==> src/logic/upc_pkg.sv <==
// Operation
// (RULE_01) Gate high passes words into I/Q paths
// (RULE_02) Gate low feeds zeros into paths
// (RULE_03) First word after gate is I, alternate
// (RULE_04) Outside single tone, pin is clock output
// (RULE_05) Single tone: pin strobe loads tuning word
// (RULE_06) Profile change applies tuning word immediately
// (RULE_07) Power-down halts logic, loop optionally kept
// (RULE_08) Hardware reset sets defined default state
// (RULE_09) Lock output follows loop lock live
// (RULE_10) Overflow output low unless filters overflow
// (RULE_11) Select pin picks differential or single reference
// (RULE_12) Source sends two's complement, top bit sign
// (RULE_13) Interpolating mode routes every word to I
// (RULE_14) Two select inputs choose one of four profiles
// (RULE_15) Source words valid at data clock rising edge
// (RULE_16) Strobe and profile inputs synchronised first
`default_nettype none
package upc_pkg;

  // ----------------------------------------------------------------
  // Register map (AXI4-Lite byte addresses)
  // ----------------------------------------------------------------
  localparam logic [7:0] UPC_ADDR_CTRL = 8'h00;    // Mode, keep-loop
  localparam logic [7:0] UPC_ADDR_STATUS = 8'h04;  // Live state
  localparam logic [7:0] UPC_ADDR_IRQ = 8'h08;     // Sticky events, write one to clear
  localparam logic [7:0] UPC_ADDR_MASK = 8'h0c;    // Event enables
  localparam logic [7:0] UPC_ADDR_ACTIVE = 8'h10;  // Word in accumulator
  localparam logic [7:0] UPC_ADDR_PROF0 = 8'h20;   // Profile words at 0x20..0x2c

  // ----------------------------------------------------------------
  // Field positions and reset values
  // ----------------------------------------------------------------
  localparam int UPC_CTRL_MODE_LSB = 0;      // Two mode bits
  localparam int UPC_CTRL_KEEP_LOOP = 2;     // Loop kept in power-down
  localparam int UPC_EV_OVFL = 0;            // Filter overflow event
  localparam int UPC_EV_UNLOCK = 1;          // Loop lost lock event
  localparam int UPC_EV_LOAD = 2;            // Tuning word loaded event
  localparam int UPC_NUM_EV = 3;
  localparam logic [31:0] UPC_PROF_RESET = 32'h00000000;
  localparam logic [3:0] UPC_DIV_HALF = 4'h1;  // Data clock half period in cycles

  // Operating modes
  typedef enum logic [1:0] {
    UPC_MODE_QUAD = 2'b00,
    UPC_MODE_TONE = 2'b01,
    UPC_MODE_INTERP = 2'b10
  } upc_mode_e;

  // One demultiplexed sample pair
  typedef struct packed {
    logic [13:0] i_word;
    logic [13:0] q_word;
  } upc_iq_s;

endpackage
`default_nettype wire

==> src/logic/upc_top.sv <==
// The implementer's own choices: the register offsets and the AXI4-Lite slave port.
`timescale 1ns/1ps
`default_nettype none
module upc_top
  import upc_pkg::*;
#(
  parameter int WORD_W = 14
) (
  input wire logic clock,
  input wire logic resetn,
  input wire logic hw_reset,
  // AXI4-Lite slave
  input wire logic [7:0] s_axi_awaddr,
  input wire logic s_axi_awvalid,
  output logic s_axi_awready,
  input wire logic [31:0] s_axi_wdata,
  input wire logic [3:0] s_axi_wstrb,
  input wire logic s_axi_wvalid,
  output logic s_axi_wready,
  output logic [1:0] s_axi_bresp,
  output logic s_axi_bvalid,
  input wire logic s_axi_bready,
  input wire logic [7:0] s_axi_araddr,
  input wire logic s_axi_arvalid,
  output logic s_axi_arready,
  output logic [31:0] s_axi_rdata,
  output logic [1:0] s_axi_rresp,
  output logic s_axi_rvalid,
  input wire logic s_axi_rready,
  // Baseband port
  input wire logic [WORD_W-1:0] baseband_word_bus,
  input wire logic transmit_gate,
  input wire logic data_clock_or_update_pin_in,
  output logic data_clock_or_update_pin_out,
  output logic data_clock_or_update_pin_oe,
  input wire logic profile_sel_hi,
  input wire logic profile_sel_lo,
  input wire logic logic_power_down,
  input wire logic diff_ref_select,
  input wire logic loop_locked_raw,
  input wire logic filter_overflow_raw,
  // Outputs toward the data path and pins
  output logic [WORD_W-1:0] i_path,
  output logic [WORD_W-1:0] q_path,
  output logic iq_valid,
  output logic [31:0] tuning_word,
  output logic ref_diff_mode,
  output logic loop_run,
  output logic loop_lock,
  output logic interp_filter_overflow,
  output logic irq
);

  // ----------------------------------------------------------------
  // State
  // ----------------------------------------------------------------
  typedef struct packed {
    logic awready;
    logic wready;
    logic bvalid;
    logic [1:0] bresp;
    logic [7:0] awaddr;           // Captured write address
    logic aw_got;
    logic [31:0] wdata;           // Captured write data
    logic [3:0] wstrb;
    logic w_got;
    logic arready;
    logic rvalid;
    logic [1:0] rresp;
    logic [31:0] rdata;
    logic [1:0] mode;
    logic keep_loop;
    logic [UPC_NUM_EV-1:0] events;
    logic [UPC_NUM_EV-1:0] mask;
    logic [3:0][31:0] prof;       // Four profile words
    logic [31:0] active;          // Accumulator word
    logic [1:0] ps_s1;            // Profile select first stage
    logic [1:0] ps_s2;
    logic [1:0] ps_prev;
    logic upd_s1;                 // Strobe first stage
    logic upd_s2;
    logic upd_prev;
    logic [3:0] div;              // Data clock divider
    logic pclk;
    logic gate_d;                 // Gate seen in previous word slot
    logic q_next;                 // Next word goes to Q
    logic [WORD_W-1:0] i_w;
    logic [WORD_W-1:0] q_w;
    logic iq_v;
    logic lock;
    logic lock_d;
    logic ovfl;
    logic diff;
    logic run;
    logic irq;
    logic oe;                     // Pin driven as data clock
  } upc_state_s;

  upc_state_s r;       // Registered state
  upc_state_s next_r;  // Next state

  // Write strobe byte merge
  function automatic logic [31:0] merge(input logic [31:0] old, input logic [31:0] nw, input logic [3:0] st);
    merge = old;
    for (int b = 0; b < 4; b++) begin
      if (st[b]) begin
        merge[8*b +: 8] = nw[8*b +: 8];
      end
    end
  endfunction

  // Profile slot hit for an address, index in low bits
  function automatic logic prof_hit(input logic [7:0] a);
    prof_hit = (a[7:4] == UPC_ADDR_PROF0[7:4]) && (a[1:0] == 2'b00);
  endfunction

  // ----------------------------------------------------------------
  // Next-state logic
  // ----------------------------------------------------------------
  always_comb begin
    logic [1:0] ps;
    logic wr_go;
    logic pclk_rise;
    logic [UPC_NUM_EV-1:0] set_ev;
    logic [UPC_NUM_EV-1:0] clr_ev;
    ps = 2'b00;
    wr_go = 1'b0;
    pclk_rise = 1'b0;
    set_ev = '0;
    clr_ev = '0;
    next_r = r;

    // Synchronisers for profile and strobe inputs
    next_r.ps_s1 = {profile_sel_hi, profile_sel_lo};  // RULE_16
    next_r.ps_s2 = r.ps_s1;
    // Pin counts as a strobe only in tone mode, so the data clock cannot fake an edge on entry
    next_r.upd_s1 = data_clock_or_update_pin_in && (r.mode == UPC_MODE_TONE);  // RULE_16
    next_r.upd_s2 = r.upd_s1;
    next_r.upd_prev = r.upd_s2;
    next_r.ps_prev = r.ps_s2;
    ps = r.ps_s2;                                     // RULE_14

    // Status pins follow their sources live
    next_r.lock = loop_locked_raw;                    // RULE_09
    next_r.lock_d = r.lock;
    next_r.ovfl = filter_overflow_raw;                // RULE_10
    next_r.diff = diff_ref_select;                    // RULE_11
    next_r.run = !logic_power_down || r.keep_loop;    // RULE_07

    // Write address and data taken in either order
    if (s_axi_awvalid && r.awready) begin
      next_r.awaddr = s_axi_awaddr;
      next_r.aw_got = 1'b1;
      next_r.awready = 1'b0;
    end
    if (s_axi_wvalid && r.wready) begin
      next_r.wdata = s_axi_wdata;
      next_r.wstrb = s_axi_wstrb;
      next_r.w_got = 1'b1;
      next_r.wready = 1'b0;
    end
    wr_go = r.aw_got && r.w_got && !r.bvalid;
    if (wr_go) begin
      next_r.bvalid = 1'b1;
      next_r.bresp = 2'b00;
      next_r.aw_got = 1'b0;
      next_r.w_got = 1'b0;
      if (r.awaddr == UPC_ADDR_CTRL) begin
        next_r.mode = r.wstrb[0] ? r.wdata[UPC_CTRL_MODE_LSB +: 2] : r.mode;
        next_r.keep_loop = r.wstrb[0] ? r.wdata[UPC_CTRL_KEEP_LOOP] : r.keep_loop;
      end else if (r.awaddr == UPC_ADDR_IRQ) begin
        clr_ev = r.wstrb[0] ? r.wdata[UPC_NUM_EV-1:0] : '0;
      end else if (r.awaddr == UPC_ADDR_MASK) begin
        next_r.mask = r.wstrb[0] ? r.wdata[UPC_NUM_EV-1:0] : r.mask;
      end else if (prof_hit(r.awaddr)) begin
        next_r.prof[r.awaddr[3:2]] = merge(r.prof[r.awaddr[3:2]], r.wdata, r.wstrb);
      end else if (r.awaddr != UPC_ADDR_STATUS && r.awaddr != UPC_ADDR_ACTIVE) begin
        next_r.bresp = 2'b10;  // Unmapped: slave error
      end
    end
    if (r.bvalid && s_axi_bready) begin
      next_r.bvalid = 1'b0;
      next_r.awready = 1'b1;
      next_r.wready = 1'b1;
    end

    // Read channel
    if (s_axi_arvalid && r.arready) begin
      next_r.arready = 1'b0;
      next_r.rvalid = 1'b1;
      next_r.rresp = 2'b00;
      next_r.rdata = 32'h00000000;
      if (s_axi_araddr == UPC_ADDR_CTRL) begin
        next_r.rdata[2:0] = {r.keep_loop, r.mode};
      end else if (s_axi_araddr == UPC_ADDR_STATUS) begin
        next_r.rdata[5:0] = {r.ps_s2, r.diff, r.run, r.ovfl, r.lock};
      end else if (s_axi_araddr == UPC_ADDR_IRQ) begin
        next_r.rdata[UPC_NUM_EV-1:0] = r.events;
      end else if (s_axi_araddr == UPC_ADDR_MASK) begin
        next_r.rdata[UPC_NUM_EV-1:0] = r.mask;
      end else if (s_axi_araddr == UPC_ADDR_ACTIVE) begin
        next_r.rdata = r.active;
      end else if (prof_hit(s_axi_araddr)) begin
        next_r.rdata = r.prof[s_axi_araddr[3:2]];
      end else begin
        next_r.rresp = 2'b10;
      end
    end
    if (r.rvalid && s_axi_rready) begin
      next_r.rvalid = 1'b0;
      next_r.arready = 1'b1;
    end

    // Pin direction follows the mode held in the next state
    next_r.oe = (next_r.mode != UPC_MODE_TONE);       // RULE_04 RULE_05

    // Tuning word activation
    if (r.ps_s2 != r.ps_prev) begin
      next_r.active = r.prof[ps];                     // RULE_06
      set_ev[UPC_EV_LOAD] = 1'b1;
    end else if (r.mode == UPC_MODE_TONE && r.upd_s2 && !r.upd_prev) begin
      next_r.active = r.prof[ps];                     // RULE_05
      set_ev[UPC_EV_LOAD] = 1'b1;
    end

    // Data clock and word steering, halted in power-down
    next_r.iq_v = 1'b0;
    if (logic_power_down || r.mode == UPC_MODE_TONE) begin
      next_r.div = 4'h0;                              // RULE_07
      next_r.pclk = 1'b0;
      next_r.q_next = 1'b0;
    end else begin
      if (r.div == UPC_DIV_HALF - 4'h1) begin
        next_r.div = 4'h0;
        next_r.pclk = !r.pclk;                        // RULE_04
        pclk_rise = !r.pclk;
      end else begin
        next_r.div = r.div + 4'h1;
      end
      if (pclk_rise) begin
        next_r.gate_d = transmit_gate;
        if (!transmit_gate) begin
          next_r.i_w = '0;                            // RULE_02
          next_r.q_w = '0;
          next_r.q_next = 1'b0;
          next_r.iq_v = 1'b1;
        end else if (r.mode == UPC_MODE_INTERP) begin
          next_r.i_w = baseband_word_bus;             // RULE_13
          next_r.q_w = '0;
          next_r.iq_v = 1'b1;
        end else if (!r.gate_d || !r.q_next) begin
          next_r.i_w = baseband_word_bus;             // RULE_01 RULE_03
          next_r.q_next = 1'b1;
        end else begin
          next_r.q_w = baseband_word_bus;             // RULE_03
          next_r.q_next = 1'b0;
          next_r.iq_v = 1'b1;
        end
      end
    end

    // Sticky events: set wins over clear
    set_ev[UPC_EV_OVFL] = r.ovfl;
    set_ev[UPC_EV_UNLOCK] = r.lock_d && !r.lock;
    next_r.events = (r.events & ~clr_ev) | set_ev;
    next_r.irq = |(r.events & r.mask);
  end

  // ----------------------------------------------------------------
  // State register, reset by either reset input
  // ----------------------------------------------------------------
  always_ff @(posedge clock or negedge resetn) begin
    if (!resetn) begin
      r <= '0;
      r.awready <= 1'b1;
      r.wready <= 1'b1;
      r.arready <= 1'b1;
      r.oe <= 1'b1;
      r.prof <= {4{UPC_PROF_RESET}};
    end else if (hw_reset) begin
      r <= '0;                                        // RULE_08
      r.awready <= 1'b1;
      r.wready <= 1'b1;
      r.arready <= 1'b1;
      r.oe <= 1'b1;
    end else begin
      r <= next_r;
    end
  end

  // ----------------------------------------------------------------
  // Outputs straight from state
  // ----------------------------------------------------------------
  assign s_axi_awready = r.awready;
  assign s_axi_wready = r.wready;
  assign s_axi_bvalid = r.bvalid;
  assign s_axi_bresp = r.bresp;
  assign s_axi_arready = r.arready;
  assign s_axi_rvalid = r.rvalid;
  assign s_axi_rresp = r.rresp;
  assign s_axi_rdata = r.rdata;
  assign data_clock_or_update_pin_out = r.pclk;
  assign data_clock_or_update_pin_oe = r.oe;
  assign i_path = r.i_w;
  assign q_path = r.q_w;
  assign iq_valid = r.iq_v;
  assign tuning_word = r.active;
  assign ref_diff_mode = r.diff;
  assign loop_run = r.run;
  assign loop_lock = r.lock;
  assign interp_filter_overflow = r.ovfl;
  assign irq = r.irq;

endmodule
`default_nettype wire

==> config.mk <==
export PLATFORM = sky130hd
export DESIGN_NAME = upc_top
export DESIGN_NICKNAME = d
export VERILOG_FILES = /design/src/logic/upc_pkg.sv /design/src/logic/upc_top.sv
export SDC_FILE = /design/constraint.sdc
export NUM_CORES = 1
export LEC_CHECK = 0
export BUFFER_PORTS_ARGS = -buffer_cell sky130_fd_sc_hd__buf_4
export CAP_MARGIN = 25
export CORE_ASPECT_RATIO = 1.1
export CORE_UTILIZATION = 35
export DETAILED_ROUTE_END_ITERATION = 12
export GPL_TIMING_DRIVEN = 0
export RECOVER_POWER = 25
export SKIP_LAST_GASP = 1
export SLEW_MARGIN = 40
export SYNTH_ARGS = -nofsm -noshare
export SYNTH_HDL_FRONTEND = slang
export SYNTH_SLANG_ARGS = --single-unit
==> constraint.sdc <==
create_clock -name clock -period 2.4 [get_ports clock]
set_input_delay 0.48 -clock clock [delete_from_list [all_inputs] [get_ports clock]]
set_output_delay 0.48 -clock clock [all_outputs]
set_load 0.01 [all_outputs]
* Yosys cells after proc, flatten, opt, wreduce, memory -nomap -nowiden *
Index checks and enable logic that the tools add are counted.
Widths: inputs -> output; s select.

word-level totals
  register bits = 308
  output and inout bits = 109
  bits of input ports = 82
  word-level logic and storage cells = 228

cells by class
  reduce and logical (&&, ||, !) cells = 56
  order comparisons = 4
  bitwise operators = 4
  equality and inequality tests = 21
  add/sub/neg operators = 1
  muxes and demuxes = 100

operators with widths
  operator            count
  $mux 32             13
  $mux 131            3
  $mux 308            1
  $mux 128            2
  $bmux 32 s2         3
  $mux 8              24
  $bwmux 128          1
  $mux 31             4
  $demux 32 s2        1
  $mux 29             2
  $mux 3              13
  $mux 37             1
  $mux 36             1
  $eq 8x4->1 const B  4
  $mux 30             1
  $mux 28             1
  $reduce_bool 3->1   9
  $mux 2              9
  $reduce_bool 2->1   9
  $logic_not 8->1     2
  $logic_and 1x1->1   15
  $mux 15             1
  $mux 1              14
  $mux 14             1
  30 further kinds    51

* Longest topological paths before layout *
  depth in word-level cells = 16
  depth in mapped cells = 8
  gate-level depth less buffers = 7

* Least setup slack after synthesis *
OpenSTA, ideal clock, no wires.

  kind = input-to-reg
  from = input s_axi_araddr[7]
  to = register r (netlist bit s_axi_rdata[3])
  arrival = 1960 ps
  required time = 2279 ps
  library setup time = 121 ps
  slack = 319 ps
  path buffers = 2
  stages on the path = 7
  path through = or4_1 > buf_2 > or3_1 > buf_2 > nor3_2 > nor2_1 > a22o_1

on the way
  word-level cells in the longest chain between the ends = 15
  elaborated cells between the ends (all ways) = 20
  classes of those cells = 5 x eq/ne; 13 x mux; 2 x reduce/logical

RTL lines
  element                 line            text
  start: declaration      upc_top.sv:23   input wire logic [7:0] s_axi_araddr,
  $eq 4x2->1              upc_top.sv:114  prof_hit = (a[7:4] == UPC_ADDR_PROF0[7:4]) && (a[1:0] == 2'b00);
  $logic_and 1x1->1       upc_top.sv:114
  $mux 32                 upc_top.sv:203  end else if (prof_hit(s_axi_araddr)) begin
  $mux 32                 upc_top.sv:201  end else if (s_axi_araddr == UPC_ADDR_ACTIVE) begin
  $mux 32                 upc_top.sv:199  end else if (s_axi_araddr == UPC_ADDR_MASK) begin
  $mux 32                 upc_top.sv:197  end else if (s_axi_araddr == UPC_ADDR_IRQ) begin
  $mux 32                 upc_top.sv:195  end else if (s_axi_araddr == UPC_ADDR_STATUS) begin
  $mux 32                 upc_top.sv:193  if (s_axi_araddr == UPC_ADDR_CTRL) begin
  $mux 32                 upc_top.sv:188  if (s_axi_arvalid && r.arready) begin
  $mux 31                 upc_top.sv:199
  $mux 31                 upc_top.sv:197
  $mux 6                  upc_top.sv:195
  $mux 31 *               upc_top.sv:193
  $mux 36 *               upc_top.sv:188
  $mux 308 *              upc_top.sv:280  end else if (hw_reset) begin
  end signal: assignment  upc_top.sv:287  r <= next_r;
  end: declaration        upc_top.sv:99   upc_state_s r;

Every way passes the cells marked *; elsewhere a longest branch is shown, timed or not. The select of a mux whose other input is x is not followed.
A chain may end at the register's enable or synchronous reset.

* Worst setup path after layout *
  from = register r[296] (netlist name)
  to = register r[194] (netlist name)

on the way
  word-level cells in the longest chain between the ends = 4
  elaborated cells between the ends (all ways) = 10
  classes of those cells = 5 x eq/ne; 5 x reduce/logical

RTL lines
  element
  branches (longest 3 deep; another with $eq 8x4->1)
  $reduce_and 5->1 (no source line) *

Every way passes the cells marked *.

==> impl_metrics.env <==
export IMPL_status="finished, final reports clean"
export IMPL_die_area_um2=44700
export IMPL_path_class="flip-flop to flip-flop"
export IMPL_fillers=4091
export IMPL_drt_initial_drc_count=842
export IMPL_antenna_found_initial=1
export IMPL_die_h_um=222
export IMPL_rsz0062_at_grt="no"
export IMPL_route_met2_wl_mm=21.6
export IMPL_synth_area_um2=15300
export IMPL_finalCritPeriodShare_pct=95.2
export IMPL_cts_buffers=37
export IMPL_startpoint_type="flip-flop"
export IMPL_cp_slowest_cell="or4_4"
export IMPL_cp_end_kind="flip-flop"
export IMPL_finalHoldViolCount=0
export IMPL_track_usage_pct=21.0
export IMPL_gp_congestion=0.881
export IMPL_gr_total_overflow=0
export IMPL_place_inst=2145
export IMPL_syn_avg_cell_area_um2=11.1
export IMPL_grt_pass1_wl_mm=72.5
export IMPL_rows=80
export IMPL_wl_met1_mm=19.0
export IMPL_top_layer_used="met4"
export IMPL_slew_violations=0
export IMPL_htreeDepth=2
export IMPL_cts_root_buf="clkbuf_16"
export IMPL_p_per_area_nw_per_um2=648
export IMPL_crit_chain="or4_4 > nor2_2 > nor4b_4 > buf_4 > nand3_2 > clkbuf_2 > o21ai_0"
export IMPL_cts_reportedPaths_clkPinSlew_ns=0.06
export IMPL_critPathTopFamily="simple AND/OR/NAND/NOR gates"
export IMPL_route_detailed_drc=0
export IMPL_worstMarginPinSlew_ns=1.03
export IMPL_clockBufferDepth=3
export IMPL_core_area_um2=43300
export IMPL_maxCapViolCount=0
export IMPL_hpwl_mm=32.5
export IMPL_cts_tree="built"
export IMPL_p_leak_nw=8.32
export IMPL_post_route_min_period_ns=2.28
export IMPL_grt_max_degree=74
export IMPL_setup_viol=0
export IMPL_clk_insertion_delay_late_ns=0.56
export IMPL_skew_ns=0.0285
export IMPL_irDropWorstVdd_mv=0.517
export IMPL_seq_area_frac_synth_pct=50.0
export IMPL_hold_class="input port to flip-flop"
export IMPL_chipWidth_um=202
export IMPL_utilization_pct=43.7
export IMPL_synthArstFlopShare_pct=100
export IMPL_post_drt_wl_per_cell_um=20.7
export IMPL_cp_data_arrival_time_ns=2.75
export IMPL_critPathMaxFanout=10
export IMPL_final_nets=1694
export IMPL_wl_met3_mm=4.14
export IMPL_timing_slew_headroom_pct=31.5
export IMPL_synth_cell_types=56
export IMPL_synth_edf_count=0
export IMPL_max_freq_ghz=0.438
export IMPL_required_ns=2.86
export IMPL_grt_pass1_vias=12335
export IMPL_critPathMaxStageDelay_ns=0.59
export IMPL_final_cell_count_no_fill=2214
export IMPL_path_buf_inv=2
export IMPL_syn_inst=1381
export IMPL_ioPinCount=191
export IMPL_port_buffers=185
export IMPL_drive_above_1_share_pct=32.5
export IMPL_syn_to_final_growth_pct=23.6
export IMPL_num_vias=11839
export IMPL_power_mw=12.3
export IMPL_wirelength_mm=45.7
export IMPL_synth_seq_cells=306
export IMPL_drtPass1Iterations=4
export IMPL_post_drt_via_cell_ratio=5.35
export IMPL_synth_flop_cell="dfrtp_1"
export IMPL_fin_setup_tns_ns=0
export IMPL_initial_utilization_pct=35.4
export IMPL_cts_sinks=306
export IMPL_antenna_left=0
export IMPL_ys_warnings_count=0
[cells by family after synthesis]
group	count (synthesis)	share of synthesized area (%)
other cells	1	0.0244
compound gates	341	13.5
fa+ha+maj	3	0.228
xor+xnor	4	0.228
buf+inv	208	7.65
simple gates	378	11.5
flops	306	50.0
mux	140	17.0
[cell usage after synthesis, drive strengths merged (2+ instances only)]
cell type,instances,area (µm²)
a21o,4,30.0
a21oi,58,290
a221oi,3,26.3
a22o,39,342
a22oi,32,240
a311oi,3,26.3
a31oi,2,12.5
a32o,14,140
and3,2,12.5
buf,128,873
clkbuf,69,259
dfrtp,302,7560
dfstp,4,105
ha,2,25.0
inv,11,41.3
mux2,2,22.5
mux2i,42,420
mux4,96,2160
nand2,247,927
nand2b,8,52.6
nand3,33,170
nand3b,16,120
nor2,26,103
nor2b,19,119
nor3,7,45.0
nor3b,3,32.5
nor4,8,86.3
nor4b,2,38.8
o21ai,176,881
o22ai,2,12.5
o31ai,4,30.0
or3,2,12.5
or4,2,18.8
xnor2,3,26.3
[worst reg2reg max path: stages (launching register included)]
cell      delay (ns)
dfrtp_1         0.38
or4_4           0.59
nor2_2          0.14
nor4b_4         0.20
buf_4           0.18
nand3_2         0.18
clkbuf_2        0.29
o21ai_0         0.24
[metrics by stage]
| step | hold WS (ns) | area (µm²) | setup slack, ns |
|---|---|---|---|
| after floorplan | 0.184 | 15300 | 0.319 |
| after global placement | 0.454 | 17400 | -2.04 |
| after detailed placement | 0.452 | 17600 | -0.623 |
| after CTS | 0.0939 | 18900 | -0.0127 |
| after global routing | 0.107 | 19000 | 0.00481 |
| final | 0.114 | 19000 | 0.116 |
[where the power goes]
group	internal [mW]	switching, mW
Sequential	5.24	0.0747
Clock	3.70	2.33
Combinational	0.332	0.618
[worst paths after layout]
path | startpoint | endpoint | slack [ns] | depth (start not counted)
min | s_axi_wvalid | s_axi_wready | 0.11 | 2
max in group asynchronous | resetn | r[115] | 0.44 | 3
max reg2reg | r[296] | r[194] | 0.12 | 7
min in group asynchronous | resetn | q_path[9] | 0.48 | 2
max | r[296] | r[194] | 0.12 | 7
min reg2reg | next_r[49] | next_r[47] | 0.46 | 1
[final cells by class]
type	instances	area (µm²)	share of cell area, %
repair buffers	192	1500	7.93
multi-input cells	868	6550	34.5
clock buffers	46	1060	5.60
inverters	11	41.3	0.218
flip-flops and latches	306	7660	40.4
plain buffers	194	1170	6.16
clock inverters	22	254	1.34
diodes	1	2.50	0.0132
well taps	574	718	3.79
[repair_timing]
| item | CTS | global route |
|---|---|---|
| pin swaps | 0 | 0 |
| endpoints found under the setup margin | 134 | 167 |
| resized for setup | 17 | 40 |
| hold buffers | 1 | 0 |
| buffers inserted | 0 | 2 |
| endpoints found under the hold margin | 63 | 0 |
[metal layers]
metal / GRT usage, % / vias up
li1: - / 5374
met1: 27.5 / 5934
met2: 33.4 / 473
met3: 6.50 / 58
met4: 6.11 / 0
met5: 0 / -
[cells in the final DEF (no fill, tap or decap), types with 4 or more instances in the layout]
cell,n
a21o_1,4
a21oi_1,56
a22o_1,39
a22oi_1,32
a32o_1,14
buf_1,6
buf_2,22
buf_4,285
bufinv_16,5
clkbuf_1,37
clkbuf_16,39
clkbuf_2,30
clkbuf_8,6
clkinv_2,11
dfrtp_1,302
dfstp_2,4
inv_1,11
mux2i_1,42
mux4_2,96
nand2_1,246
nand2b_1,7
nand3_1,32
nand3b_1,16
nor2_1,23
nor2b_1,18
nor3_1,5
nor4_1,5
o21ai_0,168
o21ai_1,8
o31ai_1,4
[flip-flops by register name, indices dropped and copies added (netlist names), 6 cells and up]
signal       flops
r              193
s_axi_rdata     32
tuning_word     32
i_path          14
q_path          14
next_r           6
Power figures use the tool's default switching activity.
